===== src/verilog/e1ri_map.svh =====
// Purpose: Constants for the E1 receive interrupt latches
// Assumes: Included by the latch block only
// Notes:   Offsets are within register page 4
`ifndef E1RI_MAP_SVH
`define E1RI_MAP_SVH

`define E1RI_PAGE        4'h4
`define E1RI_OFS_SYNC    5'h1B
`define E1RI_OFS_LINE    5'h1C
`define E1RI_OFS_WRAP    5'h1D

`define E1RI_WORD_RST    8'h00
`define E1RI_USED_SYNC   8'hFF
`define E1RI_USED_LINE   8'hFF
`define E1RI_USED_WRAP   8'hEE

`define E1RI_CNT_TOP     8'hFF
`define E1RI_CNT_ZERO    8'h00

`define E1RI_LOS_ZEROS   10'd192
`define E1RI_AUXP_BITS   10'd512

`endif


===== src/verilog/e1ri_pkg.sv =====
// Purpose: Types for the E1 receive interrupt latches
// Assumes: Framer sources share mclk
// Notes:   Constants live in e1ri_map.svh
package e1ri_pkg;

  typedef struct packed {
    logic frame_sync;
    logic mf_sync;
    logic crc_sync;
    logic all_ones;
    logic y_bit;
  } e1ri_status_t;

  typedef struct packed {
    logic cons_fas_err;
    logic slip;
    logic fas_bit_err;
    logic crc_err;
    logic ebit_err;
    logic ts16_ones;
    logic bpv;
    logic prbs_err;
    logic rai_bit;
  } e1ri_event_t;

  typedef struct packed {
    logic [7:0] fas;
    logic [7:0] crc;
    logic [7:0] ebit;
    logic [7:0] bpv;
    logic [7:0] prbs;
    logic [7:0] prbs_mf;
  } e1ri_count_t;

  typedef logic [2:0][7:0] e1ri_words_t;

endpackage : e1ri_pkg


===== src/verilog/e1ri_latches.sv =====
// Purpose: Latched E1 receive interrupt words with clear on read
// Assumes: Framer status, events and counters arrive on mclk
// Notes:   Only the analog loss flag comes from a pin
// Operation
// - Word zero bit 7 sets on any frame sync change.
// - Word zero bit 6 sets on any multiframe sync change.
// - Word zero bit 5 sets on any CRC-4 sync change.
// - Word zero bit 4 sets when all-ones condition starts or ends.
// - Word zero bit 3 sets while analog loss or 192 zeros persist.
// - Word zero bit 2 sets when two last FAS were errored.
// - Word zero bit 1 sets on any Y-bit status change.
// - Word zero bit 0 sets on receive controlled frame slip.
// - Masked sources never set their status bit.
// - Reading a word clears its latched bits.
// - Word one bit 7 sets on FAS bit error while in frame sync.
// - Word one bit 6 sets on local CRC-4 failure.
// - Word one bit 5 sets on received E-bit error.
// - Word one bit 4 sets when slot 16 is all ones.
// - Word one bit 3 sets on non-HDB3 bipolar violation.
// - Word one bit 2 sets on PRBS checker error.
// - Word one bit 1 sets on 512 alternating bits.
// - Word one bit 0 sets when remote alarm bit is one.
// - Word two bits 7,6,5,3,2 set on counter wrap FFH to 00H.
// - Word two bit 1 sets on PRBS multiframe counter wrap.
`timescale 1ns/1ps
`include "e1ri_map.svh"

module e1ri_latches (
  input  wire logic                  mclk,
  input  wire logic                  arst_n,
  input  wire logic                  ce,
  input  wire logic                  rd_en,
  input  wire logic [3:0]            rd_page,
  input  wire logic [4:0]            rd_addr,
  output logic [7:0]                 rd_data,
  output logic                       rd_valid,
  input  wire e1ri_pkg::e1ri_status_t rx_status,
  input  wire e1ri_pkg::e1ri_event_t rx_event,
  input  wire e1ri_pkg::e1ri_count_t rx_count,
  input  wire logic                  rx_bit,
  input  wire logic                  rx_bit_en,
  input  wire logic                  analog_los,
  input  wire logic [7:0]            unmask_sync,
  input  wire logic [7:0]            unmask_line,
  input  wire logic [7:0]            unmask_wrap,
  output logic                       irq_n
);
  import e1ri_pkg::*;

  ////////////////////////////////////////////////////////////////////
  // Helpers

  function automatic logic is_wrap(input logic [7:0] prev,
                                   input logic [7:0] cur);
    is_wrap = (prev == `E1RI_CNT_TOP) && (cur == `E1RI_CNT_ZERO);
  endfunction : is_wrap

  function automatic logic word_hit(input logic [3:0] page,
                                    input logic [4:0] addr,
                                    input logic [4:0] ofs);
    word_hit = (page == `E1RI_PAGE) && (addr == ofs);
  endfunction : word_hit

  ////////////////////////////////////////////////////////////////////
  // Reset and pin synchronisers

  logic rst_meta_r;
  logic rst_n_r;

  always_ff @(posedge mclk or negedge arst_n) begin
    if (!arst_n) begin
      rst_meta_r <= 1'b0;
      rst_n_r    <= 1'b0;
    end else begin
      rst_meta_r <= 1'b1;
      rst_n_r    <= rst_meta_r;
    end
  end

  logic los_meta_r;
  logic los_sync_r;
  logic los_meta_nxt;
  logic los_sync_nxt;

  always_comb begin
    los_meta_nxt = analog_los;
    los_sync_nxt = los_meta_r;
  end

  always_ff @(posedge mclk or negedge rst_n_r) begin
    if (!rst_n_r) begin
      los_meta_r <= 1'b0;
      los_sync_r <= 1'b0;
    end else if (ce) begin
      los_meta_r <= los_meta_nxt;
      los_sync_r <= los_sync_nxt;
    end
  end

  ////////////////////////////////////////////////////////////////////
  // Received bit runs

  logic prev_bit_r;
  logic prev_bit_nxt;
  logic zero_run;
  logic alt_run;

  always_comb begin
    prev_bit_nxt = rx_bit_en ? rx_bit : prev_bit_r;
  end

  e1ri_run u_zero_run (
    .mclk   (mclk),
    .rst_n  (rst_n_r),
    .ce     (ce),
    .bit_en (rx_bit_en),
    .match  (!rx_bit),
    .target (`E1RI_LOS_ZEROS),
    .full   (zero_run)
  );

  // Alternation run
  // Counts transitions, so one fewer than the bit total
  e1ri_run u_alt_run (
    .mclk   (mclk),
    .rst_n  (rst_n_r),
    .ce     (ce),
    .bit_en (rx_bit_en),
    .match  (rx_bit != prev_bit_r),
    .target (`E1RI_AUXP_BITS - 10'd1),
    .full   (alt_run)
  );

  ////////////////////////////////////////////////////////////////////
  // Previous samples for change detection

  e1ri_status_t stat_prev_r;
  e1ri_status_t stat_prev_nxt;
  e1ri_count_t  cnt_prev_r;
  e1ri_count_t  cnt_prev_nxt;
  logic         alt_prev_r;
  logic         alt_prev_nxt;
  logic         primed_r;
  logic         primed_nxt;

  always_comb begin
    stat_prev_nxt = rx_status;
    cnt_prev_nxt  = rx_count;
    alt_prev_nxt  = alt_run;
    primed_nxt    = 1'b1;
  end

  // First cycle only loads history; avoids false changes after reset
  always_ff @(posedge mclk or negedge rst_n_r) begin
    if (!rst_n_r) begin
      stat_prev_r <= '0;
      cnt_prev_r  <= '0;
      alt_prev_r  <= 1'b0;
      primed_r    <= 1'b0;
      prev_bit_r  <= 1'b0;
    end else if (ce) begin
      stat_prev_r <= stat_prev_nxt;
      cnt_prev_r  <= cnt_prev_nxt;
      alt_prev_r  <= alt_prev_nxt;
      primed_r    <= primed_nxt;
      prev_bit_r  <= prev_bit_nxt;
    end
  end

  ////////////////////////////////////////////////////////////////////
  // Raw sources per word

  e1ri_words_t raw;
  e1ri_words_t unmask;
  e1ri_words_t used;
  e1ri_words_t set;
  e1ri_words_t clr;
  e1ri_words_t word_r;
  e1ri_words_t word_nxt;
  logic        loss;

  always_comb begin
    loss = los_sync_r | zero_run;
    raw  = '0;
    raw[0][7] = rx_status.frame_sync ^ stat_prev_r.frame_sync;
    raw[0][6] = rx_status.mf_sync ^ stat_prev_r.mf_sync;
    raw[0][5] = rx_status.crc_sync ^ stat_prev_r.crc_sync;
    raw[0][4] = rx_status.all_ones ^ stat_prev_r.all_ones;
    raw[0][3] = loss;
    raw[0][2] = rx_event.cons_fas_err;
    raw[0][1] = rx_status.y_bit ^ stat_prev_r.y_bit;
    raw[0][0] = rx_event.slip;
    raw[1][7] = rx_event.fas_bit_err & rx_status.frame_sync;
    raw[1][6] = rx_event.crc_err;
    raw[1][5] = rx_event.ebit_err;
    raw[1][4] = rx_event.ts16_ones;
    raw[1][3] = rx_event.bpv;
    raw[1][2] = rx_event.prbs_err;
    raw[1][1] = alt_run & ~alt_prev_r;
    raw[1][0] = rx_event.rai_bit;
    raw[2][7] = is_wrap(cnt_prev_r.fas, rx_count.fas);
    raw[2][6] = is_wrap(cnt_prev_r.crc, rx_count.crc);
    raw[2][5] = is_wrap(cnt_prev_r.ebit, rx_count.ebit);
    raw[2][3] = is_wrap(cnt_prev_r.bpv, rx_count.bpv);
    raw[2][2] = is_wrap(cnt_prev_r.prbs, rx_count.prbs);
    raw[2][1] = is_wrap(cnt_prev_r.prbs_mf, rx_count.prbs_mf);
    // Change edges are void until history is valid
    if (!primed_r) begin
      raw[0] = raw[0] & {1'b0, 1'b0, 1'b0, 1'b0, 1'b1, 1'b1, 1'b0, 1'b1};
      raw[1] = raw[1] & 8'hFD;
      raw[2] = 8'h00;
    end
  end

  ////////////////////////////////////////////////////////////////////
  // Word latches

  assign unmask = {unmask_wrap, unmask_line, unmask_sync};
  assign used   = {`E1RI_USED_WRAP, `E1RI_USED_LINE, `E1RI_USED_SYNC};

  localparam logic [2:0][4:0] WORD_OFS =
    {`E1RI_OFS_WRAP, `E1RI_OFS_LINE, `E1RI_OFS_SYNC};

  genvar gw;
  generate
    for (gw = 0; gw < 3; gw++) begin : g_word
      assign set[gw] = raw[gw] & unmask[gw] & used[gw];
      assign clr[gw] = {8{rd_en && word_hit(rd_page, rd_addr, WORD_OFS[gw])}};
      // Set beats clear so a same-cycle event survives the read
      assign word_nxt[gw] = (word_r[gw] & ~clr[gw]) | set[gw];
    end
  endgenerate

  always_ff @(posedge mclk or negedge rst_n_r) begin
    if (!rst_n_r) begin
      word_r <= {3{`E1RI_WORD_RST}};
    end else if (ce) begin
      word_r <= word_nxt;
    end
  end

  ////////////////////////////////////////////////////////////////////
  // Read port

  logic [7:0] rd_data_r;
  logic [7:0] rd_data_nxt;
  logic       rd_valid_r;
  logic       rd_valid_nxt;

  // Reports the value held before the clear takes effect
  always_comb begin
    rd_data_nxt  = rd_data_r;
    rd_valid_nxt = rd_en;
    if (rd_en) begin
      if (word_hit(rd_page, rd_addr, `E1RI_OFS_SYNC)) begin
        rd_data_nxt = word_r[0];
      end else if (word_hit(rd_page, rd_addr, `E1RI_OFS_LINE)) begin
        rd_data_nxt = word_r[1];
      end else if (word_hit(rd_page, rd_addr, `E1RI_OFS_WRAP)) begin
        rd_data_nxt = word_r[2];
      end else begin
        rd_data_nxt = 8'h00;
      end
    end
  end

  always_ff @(posedge mclk or negedge rst_n_r) begin
    if (!rst_n_r) begin
      rd_data_r  <= 8'h00;
      rd_valid_r <= 1'b0;
    end else if (ce) begin
      rd_data_r  <= rd_data_nxt;
      rd_valid_r <= rd_valid_nxt;
    end
  end

  assign rd_data  = rd_data_r;
  assign rd_valid = rd_valid_r;

  ////////////////////////////////////////////////////////////////////
  // Interrupt request

  assign irq_n = ~(|(word_r[0] & used[0]) |
                   |(word_r[1] & used[1]) |
                   |(word_r[2] & used[2]));

endmodule : e1ri_latches


===== src/verilog/e1ri_run.sv =====
// Purpose: Counts consecutive qualifying received bits
// Assumes: bit_en marks one received bit per pulse
// Notes:   Saturates, so full stays high for the whole run
`timescale 1ns/1ps

module e1ri_run (
  input  wire logic       mclk,
  input  wire logic       rst_n,
  input  wire logic       ce,
  input  wire logic       bit_en,
  input  wire logic       match,
  input  wire logic [9:0] target,
  output logic            full
);

  logic [9:0] cnt_r;
  logic [9:0] cnt_nxt;

  always_comb begin
    cnt_nxt = cnt_r;
    if (bit_en) begin
      if (!match) begin
        cnt_nxt = 10'h000;
      end else if (cnt_r != target) begin
        cnt_nxt = cnt_r + 10'h001;
      end
    end
  end

  always_ff @(posedge mclk or negedge rst_n) begin
    if (!rst_n) begin
      cnt_r <= 10'h000;
    end else if (ce) begin
      cnt_r <= cnt_nxt;
    end
  end

  assign full = (cnt_r == target);

endmodule : e1ri_run


===== config.mk =====
export PLATFORM = sky130hd
export DESIGN_NAME = e1ri_latches
export DESIGN_NICKNAME = d
export VERILOG_FILES = /design/src/verilog/e1ri_pkg.sv /design/src/verilog/e1ri_latches.sv /design/src/verilog/e1ri_run.sv
export VERILOG_INCLUDE_DIRS = /design/src /design/src/verilog
export SDC_FILE = /design/constraint.sdc
export NUM_CORES = 1
export LEC_CHECK = 0
export ABC_AREA = 1
export BUFFER_PORTS_ARGS = -buffer_cell sky130_fd_sc_hd__buf_2
export CORE_ASPECT_RATIO = 1.75
export CORE_MARGIN = 1.5
export CORE_UTILIZATION = 56
export CTS_BUF_LIST = sky130_fd_sc_hd__clkbuf_16
export DETAILED_ROUTE_END_ITERATION = 8
export GPL_TIMING_DRIVEN = 1
export PLACE_DENSITY_LB_ADDON = 0.15
export SLEW_MARGIN = 10
export SYNTH_ARGS = -nofsm -noshare
export SYNTH_HDL_FRONTEND = slang
export SYNTH_HIERARCHICAL = 1
export SYNTH_SLANG_ARGS = --single-unit
export TNS_END_PERCENT = 30

===== constraint.sdc =====
create_clock -name mclk -period 3.84 [get_ports mclk]
set_input_delay 0.384 -clock mclk [delete_from_list [all_inputs] [get_ports mclk]]
set_output_delay 0.384 -clock mclk [all_outputs]
set_load 0.1 [all_outputs]

# Word-level counts from Yosys, hierarchy flattened
# Index checks and enable logic that the tools add are counted.
# W data, S select, Z words.
# op_classes
bitwise_logic	24
n_eq_ne	16
reduce_logical	26
addsub	2
mux	8
# op_table
operator	count
$and A8 B8 Y8	6
$eq A8 B8 Y1 const B	6
$logic_not A8 Y1	6
$mux W10	4
$mux W24	1
$mux W8	3
$not A8 Y8	3
$or A8 B8 Y8	3
$add A10 B1 Y10 const B	2
$reduce_or A8 Y1	2
$eq A5 B5 Y1 const B	3
$logic_and A1 B1 Y1	12
$eq A10 B8 Y1 const B	1
$eq A10 B9 Y1 const B	1
$ne A10 B8 Y1 const B	1
$ne A10 B9 Y1 const B	1
$reduce_and A3 Y1	2
$reduce_or A6 Y1	1
$xor A1 B1 Y1	5
$eq A4 B3 Y1 const B	1
$reduce_and A2 Y1	2
$or A1 B1 Y1	3
$and A1 B1 Y1	2
$ne A2 B2 Y1 const B	1
other kinds (3)	4
# word_totals
out_inout_bits	10
wordCells	101
input_bits	102
register_bits	113

# Depth between registers and ports, before layout
# Gate-level depths: netlist of run 1.
# logic_depth
word_depth	6
ltp_mapped	10
depth_no_buf	10

# Cells and area by module
# Netlist of run 1, hierarchy kept.
# by_module_without_submodules
mod	seq_area_each_um2	area_per_inst_um2	cells_each	n_inst
e1ri_latches	2327.2	4330.4	526	1
e1ri_run	250.2	810.8	127	2

# Worst setup path after synthesis of run 1
# OpenSTA, ideal clock, no wires.
# synth_path
path_kind	register to output
from	register word_r[21] (netlist bit)
to	output irq_n
setup_slack_ps	1466
path_stages_with_launch	4
n_path_buf	0
arrival_ps	1990
required_ps	3456
path_cell_list	dfrtp_1 -> nor4_1 -> nand3_1 -> nor2_1
# synth_via
elab_chain_len	3
# synth_lines
item	line	rtl
start: declaration	e1ri_latches.sv:178	e1ri_words_t word_r;
start signal: assignment	e1ri_latches.sv:236	word_r <= {3{`E1RI_WORD_RST}};
start signal: assignment	e1ri_latches.sv:238	word_r <= word_nxt;
$reduce_or A6 Y1	e1ri_latches.sv:285	|(word_r[2] & used[2]));
$or A1 B1 Y1	e1ri_latches.sv:285	
$not A1 Y1	e1ri_latches.sv:283	assign irq_n = ~(|(word_r[0] & used[0]) |
end: declaration	e1ri_latches.sv:46	output logic irq_n
# Every way passes these cells.

# Worst setup path in the final report of run 1
# layout_path
from	input ce
to	register cnt_prev_r[16] (netlist bit)
# layout_lines
item	line	rtl
start: declaration	e1ri_latches.sv:31	input wire logic ce,
end signal: assignment	e1ri_latches.sv:163	cnt_prev_r <= cnt_prev_nxt;
end: declaration	e1ri_latches.sv:139	e1ri_count_t cnt_prev_r;
# No word-level cell between the ends.

==> flow_summary_export.csv, run 1 <==
group,metric,value,unit
global_route,grt_max_degree,91,
clock_network,numCtsBuffers,17,
setup_path,cpMaxStageDelayCell,"clkinv_2",
floorplan,fp.dieW,80.9,um
timing,setup_viol,0,
clock_network,cts_tree,"done",
setup_path,reg2reg_from,"prev_bit_r",
timing,final_hold_viol_count,0,
placement,post-dp-hpwl,10100,um
cells_and_area,seqCellArea,2830,sq um
setup_path,cp.required,4.13,ns
timing,grt_setup_unrepaired,"no",
timing,fin_crit_sh,59.4,%
cells_and_area,final_cell_mix,"nand2_1, dfrtp_1, buf_2, inv_1, nand3_1",
routing,ant_nets,0,
worst_hold_path,min_path_cells,3,
setup_path,cp_slowest_stage_delay,1.02,ns
placement,io_buffers,109,
clock_network,clock_latency,0.41,ns
timing,timing.setup.tns,0,ns
routing,wl_per_cell,13.3,um
synthesis,synthDistinctLibCells,33,
synthesis,synthCells,780,
pwr,p_per_area,455,nW/um^2
timing,worst_slew_pin_slew,1.00,ns
setup_path,end_kind,"flop",
placement,gp_congestion,0.874,
setup_path,ff2ff_path_depth,5,
timing,fmax,0.439,GHz
cells_and_area,drive_gt1_share,19.4,%
cells_and_area,nNetsFinal,1023,
routing,vias_per_cell,5.26,
routing,drt_first_iter_violations,243,
setup_path,cp_cell_sequence,"buf_2 -> clkinv_2 -> o21ai_0",
job,max-cap-violations,0,
synthesis,synth_edf_count,0,
timing,slew_viol_final,0,
global_route,antenna_found_initial,0,
routing,vias,5566,
floorplan,coreArea,10300,sq um
synthesis,syn_area,5950,sq um
routing,firstDrtPassIters,5,
cells_and_area,multi_input_area,2730,sq um
worst_hold_path,worstHoldStart,"rx_count[31]",
worst_hold_path,hold_path_end,"cnt_prev_r[31]",
cells_and_area,n_antenna_cell,0,
cells_and_area,syn_to_final_growth,22.7,%
synthesis,syn_area_per_cell,7.63,sq um
global_route,grt_usage,27.0,%
floorplan,die_area,11300,sq um
synthesis,ys_async_sr_fraction,100,%
setup_path,r2r_setup_slack,2.15,ns
routing,wirelength,14100,um
setup_path,crit_arrival,2.57,ns
setup_path,reg2reg_to,"u_alt_run/cnt_r[4]",
synthesis,yosysSeqAreaShare,47.5,%
synthesis,ys_ff_latch,113,
clock_network,clock_sinks,113,
routing,drc_errors,0,
timing,period_minus_slack,2.28,ns
cells_and_area,mostFrequentLayoutCell,"nand2_1",
worst_hold_path,hp-class,"in -> reg",
global_route,first_global_vias,5568,
clock_network,h-tree-depth,4,
setup_path,critical_path_class,"in -> reg",
clock_network,clk_path_buf_depth,2,
floorplan,die_height,139,um
synthesis,synth_ff_type,"dfrtp_1",
pwr,power_leakage,3.89,nW
clock_network,path_clk_slew,0.06,ns
floorplan,rows,49,
cells_and_area,n_fill_cell,884,
timing,hold_slack,0.184,ns
setup_path,worstSetupStartpointType,"primary input",
synthesis,yosys_warnings,6,
global_route,overflow,0,
setup_path,crit_path_max_fanout,90,
outcome,status,"finished, final reports clean",
floorplan,ios,112,
clock_network,root_buffer,"clkbuf_16",
pwr,ir_drop,0.384,mV
timing,slew_headroom,33.2,%
floorplan,start_util,57.8,%
global_route,grt_pass1_wl,23800,um
timing,finalClockSkew,0.00904,ns
## routing by layer
| layer | up-vias | routed length (um) | GRT usage (%) |
|---|---|---|---|
| met3 | 37 | 699 | 5.57 |
| met5 | - | 0 | 0 |
| met4 | 0 | 376 | 12.7 |
| met1 | 2627 | 5440 | 29.6 |
| met2 | 168 | 7580 | 48.1 |
| li1 | 2734 | - | - |
## cells by family (layout without fill, tap and decap cells)
family,after synthesis,count (layout),share of synthesized area [%]
compound gates,64,64,5.53
xor+xnor,18,18,2.65
fa+ha+maj,2,2,0.420
buf+inv,123,244,8.53
flops,113,113,47.5
other cells,2,33,0.126
simple gates,458,458,35.2
## worst max-delay path: cells and delay by family
family | cells | cell delay [ns]
compound gates | 1 | 0.50
buf+inv | 2 | 1.64
## timing repair
item | 4_1_cts | 5_1_grt
endpoints found under the hold margin | 2 | 0
setup buffers | 0 | 0
hold buffers | 1 | 0
gates resized for setup | 0 | 0
## sequential cells by signal (all words and copies together), names as in the netlist
signal and count:
u_alt_run/cnt_r 10, alt_prev_r 1, rst_n_r 1, word_r 24, prev_bit_r 1, primed_r 1, cnt_prev_r 48, rd_data 8
u_zero_run/cnt_r 10, stat_prev_r 5, los_meta_r 1, rd_valid 1, los_sync_r 1, rst_meta_r 1
## worst max path at each step
stage | cells past startpoint | from | end
global route | 3 | ce | cnt_prev_r[11]
floorplan | 0 | rst_n_r | alt_prev_r
finish | 3 | ce | cnt_prev_r[16]
global placement | 7 | ce | word_r[23]
detailed placement | 4 | ce | cnt_prev_r[9]
CTS | 4 | word_r[21] | irq_n
## power breakdown
| group | total, W | internal (W) | switching [W] |
|---|---|---|---|
| clock | 0.00168 | 0.00109 | 0.000583 |
| sequential | 0.00133 | 0.00127 | 0.0000658 |
| combinational | 0.000319 | 0.000118 | 0.000202 |
| total | 0.00333 | 0.00248 | 0.000850 |
## synth_stat cells, types with 3 or more instances
cell type / n / area share (%)
o21ai_1: 7 / 0.59
nand3_1: 62 / 5.2
inv_1: 90 / 5.7
nor2_1: 44 / 2.8
xor2_1: 8 / 1.2
nor2_4: 6 / 1.1
buf_6: 4 / 0.76
clkbuf_1: 6 / 0.38
nand2_1: 261 / 16
nor4_1: 3 / 0.32
dfrtp_1: 113 / 48
o21ai_0: 51 / 4.3
inv_2: 10 / 0.63
nand2_2: 5 / 0.53
nand4_1: 54 / 5.7
buf_2: 10 / 0.84
nor2_2: 10 / 1.1
xnor2_1: 10 / 1.5
## layout make-up
| class | instances | share of cell area, % |
|---|---|---|
| flip-flops and latches | 113 | 38.8 |
| clock buffers | 17 | 5.82 |
| multi-input cells | 575 | 37.4 |
| repair buffers | 112 | 7.81 |
| well taps | 127 | 2.18 |
| clock inverters | 15 | 2.88 |
| inverters | 100 | 5.15 |
## stage by stage
stage | area, sq um | total power, W | setup WS (ns) | std cells | util [%]
3_5_place_dp | 6660 | 0.00167 | 1.58 | 1026 | 64.7
2_1_floorplan | 6070 | 0.00155 | 0.459 | 811 | -
3_3_place_gp | 6660 | 0.00165 | 1.65 | 1026 | 64.7
5_1_grt | 7310 | 0.00346 | 1.25 | 1059 | 70.9
4_1_cts | 7300 | 0.00335 | 1.63 | 1059 | 70.9
6_report | 7310 | 0.00333 | 1.56 | 1059 | 70.9
Power figures use the tool's default switching activity.
==> run 2, diff against run 1 <==
==> constraint.sdc (replaced) <==
create_clock -name mclk -period 2.1 [get_ports mclk]
set_input_delay 0.21 -clock mclk [delete_from_list [all_inputs] [get_ports mclk]]
set_output_delay 0.21 -clock mclk [all_outputs]
set_load 0.1 [all_outputs]
==> run 2 against run 1 <==
Effect of this change: final cell count is 0.57% higher; non-clock buffer count is 8 higher; sequential power up 83%; clock power up 66%; critical path depth is 1 higher; utilization is 0.17 points higher; global-route usage up 0.60 points; design area grew 0.24%; hold slack got worse by 0.17 ns; sequential cell count stayed put.
==> flow_summary_export.csv, run 2 (synthesis results as in run 1) <==
group,metric,value,unit
clock_network,root_buffer,"clkbuf_16",
routing,drt_first_iter_violations,319,
timing,setup_viol,0,
placement,io_buffers,109,
global_route,antenna_found_initial,0,
placement,gp_congestion,0.878,
cells_and_area,n_antenna_cell,0,
timing,slew_headroom,62.3,%
routing,wirelength,14200,um
global_route,first_global_vias,5571,
cells_and_area,syn_to_final_growth,23.0,%
pwr,swShare,25.0,%
placement,placed_cell_area,6720,sq um
global_route,overflow,0,
floorplan,start_util,57.8,%
setup_path,cp.required,1.89,ns
cells_and_area,n_fill_cell,848,
clock_network,h-tree-depth,4,
timing,timing.setup.tns,0,ns
timing,finalClockSkew,0.00926,ns
floorplan,die_area,11300,sq um
placement,place_ws,0.515,ns
pwr,ir_drop,0.700,mV
routing,drc_errors,0,
global_route,grt_usage,27.6,%
timing,grt_setup_unrepaired,"no",
pwr,power_frac_comb,10.4,%
worst_hold_path,hp-class,"in -> reg",
clock_network,postCtsSetupRepairBufs,0,
pwr,intPower,0.00437,W
routing,ant_nets,0,
floorplan,fp.dieW,80.9,um
clock_network,clk_path_buf_depth,2,
cells_and_area,nNetsFinal,1031,
routing,vias_per_cell,5.18,
setup_path,worstSetupStartpointType,"flop",
global_route,grt_pass1_wl,24200,um
timing,period_minus_slack,2.00,ns
setup_path,crit_path_max_fanout,3,
floorplan,rows,49,
timing,fmax,0.499,GHz
pwr,p_clk_share,47.9,%
cells_and_area,largest_reg_flops,48,
timing,final_hold_viol_count,0,
floorplan,die_height,139,um
pwr,power.switching,0.00146,W
cells_and_area,design_area,7320,sq um
setup_path,end_kind,"output pin",
clock_network,clock_sinks,113,
global_route,grt_max_degree,60,
routing,wl_per_cell,13.3,um
routing,vias,5515,
pwr,seqPwrFrac,41.7,%
timing,fin_crit_sh,95.4,%
floorplan,ios,112,
clock_network,cts_tree,"done",
setup_path,critical_path_class,"reg -> out",
job,max-cap-violations,0,
clock_network,clock_latency,0.41,ns
clock_network,path_clk_slew,0.05,ns
cells_and_area,reg_top3,"cnt_prev_r: 48 flops, word_r: 24 flops",
routing,firstDrtPassIters,5,
cells_and_area,top_register,"cnt_prev_r",
timing,worst_slew_pin_slew,0.564,ns
clock_network,numCtsBuffers,17,
setup_path,crit_arrival,1.79,ns
outcome,status,"finished, final reports clean",
floorplan,coreArea,10300,sq um
cells_and_area,mostFrequentLayoutCell,"nand2_1",
pwr,p_per_area,797,nW/um^2
cells_and_area,drive_gt1_share,19.5,%
timing,slew_viol_final,0,
timing,timing.final.ws_setup,0.0965,ns
cells_and_area,final_cell_mix,"nand2_1, dfrtp_1, buf_2, inv_1, nand3_1",
pwr,power_leakage,3.90,nW
placement,post-dp-hpwl,10200,um
## run 2: cell types whose count changed in the layout (fill, tap and decap cells not counted), moves of 2 or more
cell,delta
buf_4,+6
clkinvlp_4,+2
dlygate4sd3_1,+2
clkinv_4,-5
clkinv_1,+2
## run 2: per-layer routing
metal | part of all wire, % | track usage [%] | vias to the layer above
met1 | 39 | 30.4 | 2534
met2 | 54 | 48.7 | 190
met4 | 2.4 | 11.8 | 0
met5 | 0 | 0 | -
met3 | 4.9 | 6.95 | 31
li1 | - | - | 2760
## run 2: power groups by stage
stage	registers, W	logic [W]	clock network, W
after floorplan	0.00248	0.000359	0
after CTS	0.00243	0.000609	0.00283
final	0.00244	0.000606	0.00279
after global placement	0.00246	0.000574	0
after detailed placement	0.00247	0.000596	0
after global routing	0.00245	0.000697	0.00294
## run 2: repair_timing
item,CTS,global route
hold buffers,3,0
endpoints found under the hold margin,4,0
resized for setup,1,0
setup endpoints to repair,1,0
## run 2: layout make-up
cell class | instances | area, sq um | share of cell area [%]
clock buffer | 17 | 425 | 5.81
clock inverter | 13 | 149 | 2.03
inverter | 100 | 375 | 5.13
multi-input combinational | 575 | 2730 | 37.3
sequential | 113 | 2830 | 38.7
tap | 127 | 159 | 2.17
timing repair buffer | 120 | 651 | 8.88
## run 2: per-stage QoR
| step | utilization (%) | power [W] | hold WS (ns) | cells |
|---|---|---|---|---|
| 6_report | 71.1 | 0.00583 | 0.0131 | 1065 |
| 5_1_grt | 71.1 | 0.00608 | 0.00788 | 1065 |
| 4_1_cts | 71.1 | 0.00587 | 0.000733 | 1065 |
| 3_5_place_dp | 65.2 | 0.00306 | -0.00424 | 1032 |
| 3_3_place_gp | 65.2 | 0.00303 | -0.00593 | 1032 |
| 2_1_floorplan | - | 0.00284 | -0.0856 | 811 |
## run 2: path summary, 6_finish.rpt
kind / start / endpoint / slack, ns / cells past startpoint
max: word_r[21] / irq_n / 0.1 / 4
min: rx_count[31] / cnt_prev_r[31] / 0.01 / 3
max reg2reg: u_zero_run/cnt_r[4] / word_r[3] / 0.55 / 8
min reg2reg: rst_n_r / cnt_prev_r[22] / 0.22 / 0
max in group asynchronous: rst_n_r / rd_data[3] / 1.25 / 1
min in group asynchronous: arst_n / rst_n_r / 0.12 / 2
## run 2: critical path: stages, from the launching register on
cell and delay, ns:
dfrtp_1 0.41, nor4_1 0.35, nand3_1 0.14, nor2_1 0.18, buf_4 0.31
==> run 3, diff against run 2 <==
--- a/config.mk
+++ b/config.mk
@@ -10,7 +10,7 @@
 export BUFFER_PORTS_ARGS = -buffer_cell sky130_fd_sc_hd__buf_2
 export CORE_ASPECT_RATIO = 1.75
 export CORE_MARGIN = 1.5
-export CORE_UTILIZATION = 56
+export CORE_UTILIZATION = 55
 export CTS_BUF_LIST = sky130_fd_sc_hd__clkbuf_16
 export DETAILED_ROUTE_END_ITERATION = 8
 export GPL_TIMING_DRIVEN = 1
@@ -18,6 +18,5 @@
 export SLEW_MARGIN = 10
 export SYNTH_ARGS = -nofsm -noshare
 export SYNTH_HDL_FRONTEND = slang
-export SYNTH_HIERARCHICAL = 1
 export SYNTH_SLANG_ARGS = --single-unit
 export TNS_END_PERCENT = 30
==> run 3 against run 2 <==
Effect of this change: global-route usage fell by 1.5 points; largest power group unchanged; worst setup slack got worse by 0.044 ns; largest cell class unchanged; critical path type unchanged; via count fell by 9.7%; combinational power rose by 6.9%; wire length fell by 10%; final cell count fell by 11%; sequential cell count did not move; highest routed layer unchanged.
==> flow_summary_export.csv, run 3 <==
group,metric,value,unit
synthesis,synthDistinctLibCells,37,
global_route,grt_max_degree,79,
global_route,grtUsageMet2,45.5,%
routing,wirelength,12700,um
cells_and_area,top_register,"cnt_prev_r",
timing,fmax,0.488,GHz
synthesis,synth_common_cells,"nand2_1, dfrtp_1, inv_1",
global_route,use_met3,6.53,%
floorplan,rows,48,
setup_path,cp.depth,4,
setup_path,critPathLaunch,"word_r[17]",
global_route,grt_usage,26.1,%
clock_network,clk_path_buf_depth,2,
synthesis,yosysSeqAreaShare,51.1,%
global_route,busiest_layer,"met2",
global_route,first_global_vias,4994,
clock_network,clock_latency,0.41,ns
cells_and_area,reg_top3,"cnt_prev_r: 48 flops, word_r: 24 flops",
clock_network,postCtsSetupRepairBufs,0,
setup_path,cpMaxStageDelayCell,"nor4_1",
synthesis,yosys.area.top_type,"dfrtp_1",
timing,grt_setup_unrepaired,"no",
synthesis,syn_area,5540,sq um
global_route,overflow,0,
worst_hold_path,hp-class,"in -> reg",
timing,slew_headroom,66.3,%
cells_and_area,mostFrequentLayoutCell,"nand2_1",
cells_and_area,largest_reg_flops,48,
floorplan,start_util,56.2,%
synthesis,synthCells,689,
clock_network,cts_tree,"done",
routing,vias,4981,
synthesis,yosys_warnings,0,
placement,gp_congestion,0.890,
synthesis,syn-num-nets,794,
cells_and_area,drive_gt1_share,21.6,%
setup_path,critical_path.top_delay_family,"simple AND/OR/NAND/NOR gates",
timing,final_hold_viol_count,0,
global_route,antenna_found_initial,0,
placement,io_buffers,109,
setup_path,worstSetupStartpointType,"flop",
routing,drt_first_iter_violations,245,
synthesis,ys_async_sr_fraction,100,%
setup_path,cp_slowest_stage_delay,0.44,ns
timing,slew_viol_final,0,
routing,vias_per_cell,5.28,
routing,ant_nets,0,
setup_path,r2r_setup_slack,0.27,ns
timing,setup_viol,0,
clock_network,clock_sinks,113,
setup_path,end_kind,"output pin",
synthesis,synth.most_common_cell,"nand2_1",
cells_and_area,final_cell_mix,"nand2_1, dfrtp_1, buf_2, inv_1, nor2_1",
global_route,use_met1,29.5,%
cells_and_area,syn_to_final_growth,23.0,%
synthesis,ys_ff_latch,113,
pwr,power_leakage,3.44,nW
pwr,p_per_area,860,nW/um^2
setup_path,path_buf_inv,1,
synthesis,synthTopCellsByArea,"dfrtp_1, nand2_1, nand3_1",
setup_path,reg2reg_from,"u_zero_run.cnt_r[0]",
clock_network,numCtsBuffers,17,
routing,firstDrtPassIters,5,
placement,post-dp-hpwl,9220,um
cells_and_area,post_layout_nonfiller_instances,944,
synthesis,synth_ff_type,"dfrtp_1",
timing,fin_crit_sh,97.5,%
synthesis,syn_area_per_cell,8.03,sq um
setup_path,crit_arrival,1.84,ns
job,max-cap-violations,0,
setup_path,crit_path_max_fanout,3,
routing,wl_per_cell,13.5,um
routing,drc_errors,0,
timing,period_minus_slack,2.05,ns
setup_path,setup.worst_path.end,"irq_n",
setup_path,reg2reg_to,"u_zero_run.cnt_r[2]",
setup_path,cp.required,1.89,ns
setup_path,critical_path_class,"reg -> out",
cells_and_area,nNetsFinal,912,
cells_and_area,seqCellArea,2830,sq um
pwr,ir_drop,0.701,mV
clock_network,root_buffer,"clkbuf_16",
placement,placed_cells,912,
setup_path,ff2ff_path_depth,9,
clock_network,h-tree-depth,4,
floorplan,coreArea,9850,sq um
pwr,finalPower,0.00586,W
floorplan,die_area,10700,sq um
cells_and_area,n_fill_cell,815,
synthesis,synth_edf_count,0,
synthesis,synth.top_cell.area_share,51.1,%
timing,worst_slew_pin_slew,0.506,ns
floorplan,fp.dieW,78.8,um
floorplan,die_height,136,um
timing,finalClockSkew,0.00709,ns
setup_path,cp_cell_sequence,"nor4_1 -> nand3_1 -> nor2_1 -> clkbuf_4",
outcome,status,"finished, final reports clean",
cells_and_area,multi_input_area,2320,sq um
clock_network,path_clk_slew,0.05,ns
cells_and_area,n_antenna_cell,0,
floorplan,ios,112,
global_route,grt_pass1_wl,21700,um
==> run 3: cells by family (layout without fill, tap and decap cells) <==
family                     count (synthesis)  count (layout)  share of synthesized area [%]
DFF                                      113             113                           51.1
AOI/OAI and AO/OA                         68              68                           6.76
and+or+nand+nor                          402             402                           32.5
xor gates and xnor gates                  12              12                           1.90
other                                      1               1                         0.0677
adders and majority gates                  3               3                          0.678
buffers and inverters                     90             220                           6.98
==> run 3: layout make-up <==
class / count / area share [%]
flip-flops and latches: 113 / 41.6
multi-input cells: 486 / 34.1
repair buffers: 121 / 9.78
clock buffers: 17 / 6.25
inverters: 68 / 3.82
well taps: 125 / 2.30
clock inverters: 14 / 2.19
==> run 3: worst min-delay path by stage <==
stage,from,to,slack (ns),cells after the start
floorplan,arst_n,rst_meta_r,-0.09,0
global route,rx_count[22],cnt_prev_r[22],0.006,3
detailed placement,arst_n,rst_meta_r,-0.004,1
finish,rx_count[22],cnt_prev_r[22],0.01,3
global placement,arst_n,rst_meta_r,-0.005,1
CTS,rx_count[22],cnt_prev_r[22],0.0003,3
==> run 3: worst reg2reg max path, stage by stage, from the launching register on <==
cell and delay [ns]:
dfrtp_1 0.42, inv_1 0.13, ha_1 0.15, nand2_1 0.05, nor2_1 0.12, nand3_2 0.13
nand2_2 0.17, nand2_1 0.31, nand2_1 0.18, o21ai_2 0.06
==> run 3: routing by layer <==
layer	share of wire, %	wire length [um]	vias to the layer above
li1	-	-	2471
met1	39	4950	2309
met2	52	6650	159
met3	5.3	677	42
met4	3.6	457	0
met5	0	0	-
==> run 3: power breakdown <==
group,switching (W),total (W),internal [W],leakage [nW]
sequential,0.000103,0.00242,0.00232,1.37
clock,0.000958,0.00278,0.00183,0.280
combinational,0.000443,0.000648,0.000205,1.79
total,0.00150,0.00586,0.00435,3.44
==> run 3: stage by stage <==
stage	worst slack, ns	area, sq um	setup TNS (ns)	util (%)	hold slack [ns]
2_1_floorplan	-0.0932	5540	-0.0932	-	-0.0856
3_3_place_gp	0.352	6220	0	63.2	-0.00472
3_5_place_dp	0.309	6220	0	63.2	-0.00361
4_1_cts	0.0311	6810	0	69.1	0.000316
5_1_grt	0.0264	6810	0	69.1	0.00553
6_report	0.0526	6810	0	69.1	0.0120
==> run 3: repair_timing <==
item                                   CTS  global route
gates resized for setup                  0             1
hold buffers                             1             0
endpoints found under the hold margin    2             0
setup endpoints to repair                0             1
